$ cat config.mk
export PLATFORM = sky130hd
export DESIGN_NAME = serial_sram_command_port
export DESIGN_NICKNAME = d
export VERILOG_FILES = /design/src/hdl/sram_pkg.sv /design/src/hdl/serial_sram_command_port.sv
export SDC_FILE = /design/constraint.sdc
export NUM_CORES = 1
export LEC_CHECK = 0
export BUFFER_PORTS_ARGS = -buffer_cell sky130_fd_sc_hd__clkbuf_2
export CAP_MARGIN = 5
export CORE_MARGIN = 2
export CORE_UTILIZATION = 35
export CTS_CLUSTER_DIAMETER = 40
export CTS_CLUSTER_SIZE = 28
export DETAILED_ROUTE_END_ITERATION = 8
export PLACE_DENSITY = 0.55
export SETUP_SLACK_MARGIN = 0.5
export SLEW_MARGIN = 5
export SYNTH_ARGS = -nofsm -noshare
export SYNTH_HDL_FRONTEND = slang
export SYNTH_SLANG_ARGS = --single-unit
$ cat constraint.sdc
create_clock -name i_ref_clk -period 5.25 [get_ports i_ref_clk]
set_input_delay 1.05 -clock i_ref_clk [delete_from_list [all_inputs] [get_ports i_ref_clk]]
set_output_delay 1.05 -clock i_ref_clk [all_outputs]
set_load 0.05 [all_outputs]
$ cat src/hdl/sram_pkg.sv
// Constants, types and state codes for the serial SRAM command port
// Overview of operation
// - Host lowers CS, then sends an 8-bit instruction before address or data.
// - Read and write take a 24-bit address; only the low 17 bits are kept.
// - After read instruction and address the stored byte is shifted out.
// - Sequential mode advances the pointer per byte, wrapping 1FFFFh to 00000h.
// - In page and sequential modes a read keeps supplying bytes on clocks until the host raises CS.
// - A write is instruction, address, data bytes, ended by CS high.
// - Page mode advances within the 32-byte page, overwriting past its end.
// - Sequential writes past the top wrap and overwrite from address zero.
// - Byte 03h is array read and 02h array write, from the given address.
// - Byte 3Bh received in single-lane mode enters dual-lane mode.
// - Byte FFh returns to single lane, sent in the current lane format.
// - Byte 05h returns the 8-bit mode register, allowed at any time.
// - Byte 01h loads bits 7:6 of the following data byte into the mode register; bits 5:0 are cleared.
// - Mode bits 7:6: 00 byte, 10 page, 01 sequential default, 11 reserved.
// - After power-up no transaction starts before a CS high-to-low transition.
// - CS high deselects, goes to standby and floats the serial output.
// - Input bits are sampled on each rising edge of the serial clock.
// - Output bits change after each falling edge of the serial clock.
// - Dual-lane mode moves two bits per clock, MSB first, for everything.
// - Dual-lane read sends one dummy byte after the address; host drops it.
// - Instructions, addresses and data travel MSB first, LSB last.
// - Byte mode moves exactly one data byte after the address.
// - Page boundary wraps the address to the same page start; 4096 pages.
package sram_pkg;

	// ****************************************
	// Widths and addresses
	// ****************************************
	localparam int ADDR_W = 17;
	localparam int PAGE_W = 5;
	localparam int FIFO_DEPTH = 8;
	localparam logic [16:0] ADDR_ONE = 17'h00001;
	localparam logic [16:0] ADDR_TOP = 17'h1FFFF;
	localparam logic [4:0] PAGE_ONE = 5'h01;
	localparam logic [4:0] PAGE_LAST = 5'h1F;
	localparam logic [1:0] ADDR_LAST = 2'h2;
	localparam logic [3:0] BYTE_BITS = 4'h8;
	localparam logic [3:0] STEP_SINGLE = 4'h1;
	localparam logic [3:0] STEP_DUAL = 4'h2;
	localparam logic [3:0] SYNC_RESET = 4'h0;

	// ****************************************
	// Instructions
	// ****************************************
	localparam logic [7:0] CMD_READ = 8'h03;
	localparam logic [7:0] CMD_WRITE = 8'h02;
	localparam logic [7:0] CMD_ENTER_DUAL = 8'h3B;
	localparam logic [7:0] CMD_EXIT_DUAL = 8'hFF;
	localparam logic [7:0] CMD_MODE_RD = 8'h05;
	localparam logic [7:0] CMD_MODE_WR = 8'h01;

	// ****************************************
	// Operating mode register
	// ****************************************
	localparam int MODE_HI = 7;
	localparam int MODE_LO = 6;
	localparam logic [1:0] OP_BYTE = 2'h0;
	localparam logic [1:0] OP_PAGE = 2'h2;
	localparam logic [1:0] OP_SEQ = 2'h1;
	localparam logic [5:0] MODE_RSVD = 6'h00;
	localparam logic [7:0] MODE_RESET = 8'h40;

	// ****************************************
	// Types
	// ****************************************
	typedef enum logic [2:0] {
		ST_CMD = 3'b000,
		ST_ADDR = 3'b001,
		ST_DUMMY = 3'b010,
		ST_RD = 3'b011,
		ST_WR = 3'b100,
		ST_MRD = 3'b101,
		ST_MWR = 3'b110,
		ST_IGN = 3'b111
	} state_t;

	typedef struct packed {
		logic [16:0] addr;
		logic [7:0] data;
	} wr_entry_t;

endpackage

$ cat src/hdl/serial_sram_command_port.sv
// Write FIFO and serial SRAM command port top level
`timescale 1ns/1ps

// ****************************************
// Write data FIFO
// ****************************************
module wr_fifo #(
	parameter int WIDTH = 25,
	parameter int DEPTH = 8
) (
	// Clock and reset
	input wire logic i_ref_clk,
	input wire logic i_srst,
	// Fill side
	input wire logic i_in_valid,
	output logic o_in_ready,
	input wire logic [WIDTH-1:0] i_in_data,
	// Drain side
	output logic o_out_valid,
	input wire logic i_out_ready,
	output logic [WIDTH-1:0] o_out_data
);
	localparam int PW = $clog2(DEPTH);
	localparam logic [PW:0] CNT_FULL = (PW+1)'(DEPTH);
	logic [WIDTH-1:0] mem_q [DEPTH];
	logic [PW-1:0] wp_q;
	logic [PW-1:0] rp_q;
	logic [PW:0] cnt_q;
	wire push = i_in_valid & o_in_ready;
	wire pop = o_out_valid & i_out_ready;

	assign o_in_ready = cnt_q != CNT_FULL;
	assign o_out_valid = cnt_q != '0;
	assign o_out_data = mem_q[rp_q];

	always_ff @(posedge i_ref_clk) begin
		if (push)
			mem_q[wp_q] <= i_in_data;
	end

	always_ff @(posedge i_ref_clk) begin
		if (i_srst) begin
			wp_q <= '0;
			rp_q <= '0;
			cnt_q <= '0;
		end else begin
			wp_q <= push ? PW'(wp_q + 1'b1) : wp_q;
			rp_q <= pop ? PW'(rp_q + 1'b1) : rp_q;
			cnt_q <= cnt_q + (PW+1)'(push) - (PW+1)'(pop);
		end
	end
endmodule

// ****************************************
// Command port top
// ****************************************
module serial_sram_command_port (
	// Clock and reset
	input wire logic i_ref_clk,
	input wire logic i_srst,
	// Serial pins
	input wire logic i_cs_n,
	input wire logic i_sck,
	input wire logic i_lane0,
	output logic o_lane0,
	output logic o_lane0_oe_n,
	input wire logic i_lane1,
	output logic o_lane1,
	output logic o_lane1_oe_n,
	// Array read port
	output logic o_rd_req,
	output logic [16:0] o_rd_addr,
	input wire logic i_rd_valid,
	input wire logic [7:0] i_rd_data,
	// Array write port
	output logic o_wr_valid,
	output sram_pkg::wr_entry_t o_wr_entry,
	input wire logic i_wr_ready,
	// Status
	output logic [7:0] o_operating_mode,
	output logic o_dual_lane_mode,
	output logic o_wr_fifo_full
);
	// ****************************************
	// Pin synchronisers and edges
	// ****************************************
	logic [3:0] s1_q;
	logic [3:0] s2_q;
	logic sck3_q;
	logic armed_q;

	always_ff @(posedge i_ref_clk) begin
		if (i_srst) begin
			s1_q <= sram_pkg::SYNC_RESET;
			s2_q <= sram_pkg::SYNC_RESET;
			sck3_q <= 1'b0;
		end else begin
			s1_q <= {i_cs_n, i_sck, i_lane1, i_lane0};
			s2_q <= s1_q;
			sck3_q <= s2_q[2];
		end
	end

	wire cs_high = s2_q[3];
	wire sck = s2_q[2];
	wire lane1_in = s2_q[1];
	wire lane0_in = s2_q[0];
	wire rise = sck & ~sck3_q;
	wire fall = ~sck & sck3_q;
	wire active = armed_q & ~cs_high;

	// Armed only once CS was seen high after reset
	always_ff @(posedge i_ref_clk) begin
		if (i_srst)
			armed_q <= 1'b0;
		else if (cs_high)
			armed_q <= 1'b1;
	end

	// ****************************************
	// Input shifter
	// ****************************************
	sram_pkg::state_t state_q;
	sram_pkg::state_t state_d;
	logic dual_q;
	logic [7:0] mode_q;
	logic [7:0] in_q;
	logic [3:0] cnt_q;
	logic [1:0] bc_q;
	logic rd_q;
	logic [16:0] addr_q;

	wire [3:0] step = dual_q ? sram_pkg::STEP_DUAL : sram_pkg::STEP_SINGLE;
	wire [7:0] in_next = dual_q ? {in_q[5:0], lane1_in, lane0_in}
		: {in_q[6:0], lane0_in};
	wire [3:0] cnt_sum = cnt_q + step;
	wire byte_done = rise & active & (cnt_sum == sram_pkg::BYTE_BITS);
	wire cmd_done = byte_done & (state_q == sram_pkg::ST_CMD);
	wire addr_done = byte_done & (state_q == sram_pkg::ST_ADDR)
		& (bc_q == sram_pkg::ADDR_LAST);
	wire [16:0] addr_new = {addr_q[8:0], in_next};

	always_ff @(posedge i_ref_clk) begin
		if (i_srst || !active) begin
			cnt_q <= '0;
			bc_q <= '0;
		end else if (rise) begin
			cnt_q <= byte_done ? '0 : cnt_sum;
			if (byte_done && state_q == sram_pkg::ST_ADDR)
				bc_q <= bc_q + 2'h1;
		end
	end

	always_ff @(posedge i_ref_clk) begin
		if (i_srst)
			in_q <= '0;
		else if (rise && active)
			in_q <= in_next;
	end

	// ****************************************
	// Address pointer
	// ****************************************
	wire [1:0] op = mode_q[sram_pkg::MODE_HI:sram_pkg::MODE_LO];
	wire is_byte = op == sram_pkg::OP_BYTE;
	wire is_page = op == sram_pkg::OP_PAGE;
	wire [4:0] page_inc = addr_q[sram_pkg::PAGE_W-1:0] + sram_pkg::PAGE_ONE;
	wire [16:0] addr_adv = is_page
		? {addr_q[sram_pkg::ADDR_W-1:sram_pkg::PAGE_W], page_inc}
		: addr_q + sram_pkg::ADDR_ONE;
	logic [2:0] ocnt_q;
	logic loaded_q;
	wire drive_st = state_q == sram_pkg::ST_RD || state_q == sram_pkg::ST_MRD;
	wire rd_stop = fall & active & (state_q == sram_pkg::ST_RD) & is_byte
		& loaded_q & (ocnt_q == '0);
	wire load = fall & active & drive_st & (ocnt_q == '0) & ~rd_stop;
	wire rd_next = load & (state_q == sram_pkg::ST_RD);
	logic fifo_in_ready;
	wire wr_byte = byte_done & (state_q == sram_pkg::ST_WR);
	wire push = wr_byte & fifo_in_ready;

	always_ff @(posedge i_ref_clk) begin
		if (i_srst)
			addr_q <= '0;
		else if (byte_done && state_q == sram_pkg::ST_ADDR)
			addr_q <= addr_new;
		else if (wr_byte || rd_next)
			addr_q <= addr_adv;
	end

	always_ff @(posedge i_ref_clk) begin
		if (i_srst)
			rd_q <= 1'b0;
		else if (cmd_done)
			rd_q <= in_next == sram_pkg::CMD_READ;
	end

	// ****************************************
	// Sequencer
	// ****************************************
	always_comb begin
		state_d = state_q;
		if (!active)
			state_d = sram_pkg::ST_CMD;
		else if (rd_stop)
			state_d = sram_pkg::ST_IGN;
		else if (byte_done) begin
			case (state_q)
				sram_pkg::ST_CMD: begin
					case (in_next)
						sram_pkg::CMD_READ: state_d = sram_pkg::ST_ADDR;
						sram_pkg::CMD_WRITE: state_d = sram_pkg::ST_ADDR;
						sram_pkg::CMD_MODE_RD: state_d = sram_pkg::ST_MRD;
						sram_pkg::CMD_MODE_WR: state_d = sram_pkg::ST_MWR;
						default: state_d = sram_pkg::ST_IGN;
					endcase
				end
				sram_pkg::ST_ADDR: begin
					if (addr_done && !rd_q)
						state_d = sram_pkg::ST_WR;
					else if (addr_done)
						state_d = dual_q ? sram_pkg::ST_DUMMY
							: sram_pkg::ST_RD;
				end
				sram_pkg::ST_DUMMY: state_d = sram_pkg::ST_RD;
				sram_pkg::ST_WR: begin
					if (is_byte)
						state_d = sram_pkg::ST_IGN;
				end
				sram_pkg::ST_MWR: state_d = sram_pkg::ST_IGN;
				default: state_d = state_q;
			endcase
		end
	end

	always_ff @(posedge i_ref_clk) begin
		if (i_srst)
			state_q <= sram_pkg::ST_CMD;
		else
			state_q <= state_d;
	end

	// ****************************************
	// Mode and lane registers
	// ****************************************
	always_ff @(posedge i_ref_clk) begin
		if (i_srst)
			mode_q <= sram_pkg::MODE_RESET;
		else if (byte_done && state_q == sram_pkg::ST_MWR)
			mode_q <= {in_next[7:6], sram_pkg::MODE_RSVD};
	end

	always_ff @(posedge i_ref_clk) begin
		if (i_srst)
			dual_q <= 1'b0;
		else if (cmd_done && in_next == sram_pkg::CMD_ENTER_DUAL)
			dual_q <= 1'b1;
		else if (cmd_done && in_next == sram_pkg::CMD_EXIT_DUAL)
			dual_q <= 1'b0;
	end

	// ****************************************
	// Array read and output shifter
	// ****************************************
	logic rd_req_q;
	logic [16:0] rd_addr_q;
	logic [7:0] pre_q;
	logic [7:0] out_q;
	logic lane0_oe_n_q;
	logic lane1_oe_n_q;
	wire [7:0] load_src = state_q == sram_pkg::ST_MRD ? mode_q : pre_q;
	wire [7:0] out_shift = dual_q ? {out_q[5:0], 2'b00} : {out_q[6:0], 1'b0};
	wire drive = active & loaded_q & drive_st;

	always_ff @(posedge i_ref_clk) begin
		if (i_srst) begin
			rd_req_q <= 1'b0;
			rd_addr_q <= '0;
		end else begin
			rd_req_q <= (addr_done & rd_q) | rd_next;
			if (addr_done)
				rd_addr_q <= addr_new;
			else if (rd_next)
				rd_addr_q <= addr_adv;
		end
	end

	always_ff @(posedge i_ref_clk) begin
		if (i_srst)
			pre_q <= '0;
		else if (i_rd_valid)
			pre_q <= i_rd_data;
	end

	always_ff @(posedge i_ref_clk) begin
		if (i_srst) begin
			out_q <= '0;
			ocnt_q <= '0;
			loaded_q <= 1'b0;
		end else if (!active) begin
			ocnt_q <= '0;
			loaded_q <= 1'b0;
		end else if (fall && drive_st && !rd_stop) begin
			out_q <= load ? load_src : out_shift;
			ocnt_q <= ocnt_q + step[2:0];
			loaded_q <= 1'b1;
		end
	end

	always_ff @(posedge i_ref_clk) begin
		if (i_srst) begin
			lane0_oe_n_q <= 1'b1;
			lane1_oe_n_q <= 1'b1;
		end else begin
			lane1_oe_n_q <= ~drive;
			lane0_oe_n_q <= ~(drive & dual_q);
		end
	end

	// ****************************************
	// Write path
	// ****************************************
	sram_pkg::wr_entry_t fifo_out;
	sram_pkg::wr_entry_t wr_entry_q;
	logic fifo_out_valid;
	logic wr_valid_q;
	logic full_q;
	wire drain = ~wr_valid_q | i_wr_ready;
	wire pop = fifo_out_valid & drain;

	wr_fifo #(
		.WIDTH($bits(sram_pkg::wr_entry_t)),
		.DEPTH(sram_pkg::FIFO_DEPTH)
	) u_fifo (
		.i_ref_clk(i_ref_clk),
		.i_srst(i_srst),
		.i_in_valid(wr_byte),
		.o_in_ready(fifo_in_ready),
		.i_in_data({addr_q, in_next}),
		.o_out_valid(fifo_out_valid),
		.i_out_ready(drain),
		.o_out_data(fifo_out)
	);

	always_ff @(posedge i_ref_clk) begin
		if (i_srst) begin
			wr_valid_q <= 1'b0;
			wr_entry_q <= '0;
			full_q <= 1'b0;
		end else begin
			full_q <= ~fifo_in_ready;
			if (pop) begin
				wr_valid_q <= 1'b1;
				wr_entry_q <= fifo_out;
			end else if (i_wr_ready)
				wr_valid_q <= 1'b0;
		end
	end

	assign o_lane0 = out_q[6];
	assign o_lane1 = out_q[7];
	assign o_lane0_oe_n = lane0_oe_n_q;
	assign o_lane1_oe_n = lane1_oe_n_q;
	assign o_rd_req = rd_req_q;
	assign o_rd_addr = rd_addr_q;
	assign o_wr_valid = wr_valid_q;
	assign o_wr_entry = wr_entry_q;
	assign o_operating_mode = mode_q;
	assign o_dual_lane_mode = dual_q;
	assign o_wr_fifo_full = full_q;
endmodule

==> metrics <==
reg2reg start=o_dual_lane_mode; Worst path slowest cell=and4_1; CP Depth=10; Avg Cell Area, Syn=about 13 um2; cell family with most CP delay=simple AND/OR/NAND/NOR gates; Synth top area share=44.3%; full die area=roughly 40000 um2; via count=8556; Seq/Total Area, Yosys=62.6%; dpl hpwl=19.8 mm; worst path cell trace=inv_1, ha_1, inv_1, fa_1, nor4bb_1, and3_1, and4_1, nand2b_1, nor3_4, buf_4; DR WL met2=13.6 mm; Worst EP arrival=between 4 and 5 ns; most frequent CP cell=inv_1; Inserted Diodes=0; final setup fails=0; Reg clk slew, reported paths=roughly 0.05 ns; synthesized instance count=between 1000 and 1500; DR vias/cell=5.25; Max VDD drop=312 uV; Post-synth top cells=200 x edfxtp_1, 124 x dfxtp_1, 84 x nor2_1, 50 x mux4_2, 46 x mux2i_1; ys async rst share=0%; Ports=74; global-route wire length before repair=~49 mm; Routed WL=31.6 mm; wire per inst=19.3 um; TNS Setup=0 ns; Die X-Extent=201 um; Core Util, Final=a little over two fifths; fin cells=between 1500 and 2000; Worst Max-Slew Pin Slew=1.14 ns; Max H-tree Level=2; post-place instance area=~14000 um2; reg2reg end=u_fifo.mem_q[0][13]; relative slew slack=23.3%; Fmax=237 MHz; Worst path max stage delay=between 0.5 and 0.6 ns; total of max-cap violations=0; Synth Warn #=0; post-synth cell types=65; Initial Util=between 30% and 40%; clock sinks=between 300 and 400; WP data required=5.48 ns; Clock Skew=0.0230 ns; DR DRC count=0; GPL Wtd Cong=0.800; die height=201 um; clock latency on the worst-skew pair=0.57 ns; Root Buffer=clkbuf_16; top-count cell post-synth=edfxtp_1; hold violation total from the final report=0; share of post-route cells with drive strength above 1=23.0%; area leader, netlist=edfxtp_1; number of synthesized flops with an enable pin=200; initial antenna violation count=0; CP max FO=18; M1 wire length=15.1 mm; core box area=38500 um2; CP endpoint kind=flip-flop; post-synthesis instance area=13600 um2; placement row count=a little over 70; synthesis-to-layout area growth=20.0%; post-CTS setup buffer count=0; drt pass-1 iters=5; r2r setup slk=1.03 ns; Hold Path Stages=1; vias in the first global route=around 8400; P_leak=around 5.6 nW; Hold Crit Class=reg2reg; Crit Path Category=reg2reg; fin crit share=approximately four fifths; fillers=3575; Final ANT Viol Nets=0; fin nets=roughly 1100; CTS max path bufs=3; cts repair resizes=0; Critical Path Sink=u_fifo.mem_q[0][13]; unrepaired setup endpoints after global routing=false; fin. max-slew vios=0; Synth area leaders=edfxtp_1 44%, dfxtp_1 18%, mux4_2 8.3%, mux2i_1 3.4%, a211oi_1 2.3%; R2R depth=10; top sig layer=met4; Num CTS Buffers=51; CP startpoint=o_dual_lane_mode; Post-CTS Hold Buffers=0; GRT overflow=0; fin area=16300 um2; buffer and inverter count on the worst path=3; port buffer count=67; pin count of the biggest net entering global routing=54; Cell Pwr Density=about 480 nW/um2; status=complete, no violations; top_reg_cell synth=edfxtp_1; Yosys reg bits=324; TritonCTS clock tree=yes; Critical Path Start Type=flip-flop; met3 wire len=2.04 mm; GRT Total Usage=15.6%; DP Cell Count=~1500; drt initial violations=615; Final Critical Period=about 4.2 ns
-- routing by layer --
layer / track usage [%] / vias to the layer above
met1: 22.9 / 4218
li1: - / 4001
met3: 3.12 / 69
met2: 23.2 / 268
met5: 0 / -
met4: 5.13 / 0
-- how the worst min path moves through the flow --
stage	from	to	slack (ns)
after global routing	s1_q[2]	s2_q[2]	0.46
after CTS	s1_q[0]	s2_q[0]	0.44
final	s1_q[3]	s2_q[3]	0.44
after floorplan	loaded_q	o_lane1_oe_n	0.40
after global placement	s1_q[0]	s2_q[0]	0.42
after detailed placement	s1_q[0]	s2_q[0]	0.43
-- cells by family after synthesis --
kind of cell / synth area share [%]
AO/OA/AOI/OAI: 8.72
XOR/XNOR: 0.969
adder cells (fa/ha/maj): 1.64
buffers and inverters: 3.17
flip-flops: 62.6
multiplexers: 12.5
other: 0.0277
AND/OR/NAND/NOR: 10.3
-- stage by stage --
step | setup WS [ns] | hold WS, ns | total power [W]
CTS | 1.05 | 0.443 | 0.00793
floorplan | 0.299 | 0.403 | 0.00403
global placement | 1.29 | 0.421 | 0.00434
global route | 0.816 | 0.458 | 0.00816
detailed placement | 1.08 | 0.429 | 0.00436
finish | 1.03 | 0.440 | 0.00782
-- worst reg2reg max path, delay by kind of cell, from the launching register on --
kind / cells / cell delay [ns]
simple gates: 5 / 2.27
flops: 1 / 0.31
buf+inv: 3 / 0.59
fa+ha+maj: 2 / 0.72
-- where the power goes --
part           switching (W)  internal, W
Sequential          0.000149      0.00280
Clock                0.00127      0.00227
Combinational       0.000819     0.000504
Total                0.00224      0.00558
-- flip-flops by register name, summed over array words and instances, names as in the netlist, 2 cells and up --
| register | flops |
|---|---|
| s2_q | 4 |
| u_fifo.cnt_q | 4 |
| ocnt_q | 3 |
| o_wr_entry | 25 |
| s1_q | 4 |
| addr_q | 17 |
| state_q | 3 |
| o_operating_mode | 2 |
| u_fifo.mem_q | 200 |
| pre_q | 8 |
| out_q | 8 |
| bc_q | 2 |
| cnt_q | 4 |
| o_rd_addr | 17 |
| u_fifo.wp_q | 3 |
| in_q | 7 |
| u_fifo.rp_q | 3 |
-- placed cells by master, fill, tap and decap left out, types with 11 or more instances in the layout --
cell         n
mux4_2      50
clkbuf_2    66
nand3_1     28
a31oi_1     19
clkbuf_16   52
nor3_1      18
ha_1        13
or3_1       11
edfxtp_1   200
nor2_1      82
nand2_1     38
dfxtp_1    122
nor2b_1     14
a211oi_1    42
mux2i_1     46
a21oi_1     26
o21ai_0     12
inv_1       25
buf_4       17
nand2b_1    18
nor4_1      14
-- layout make-up --
class | count | area (um2) | area share [%]
Clock buffer | 58 | 1340 | 8.26
Clock inverter | 38 | 488 | 3.00
Inverter | 25 | 93.8 | 0.577
Multi-Input combinational cell | 585 | 4750 | 29.2
Sequential cell | 324 | 8490 | 52.2
Tap cell | 518 | 648 | 3.98
Timing Repair Buffer | 83 | 458 | 2.81
No activity file was read; power rests on OpenSTA's default activity.
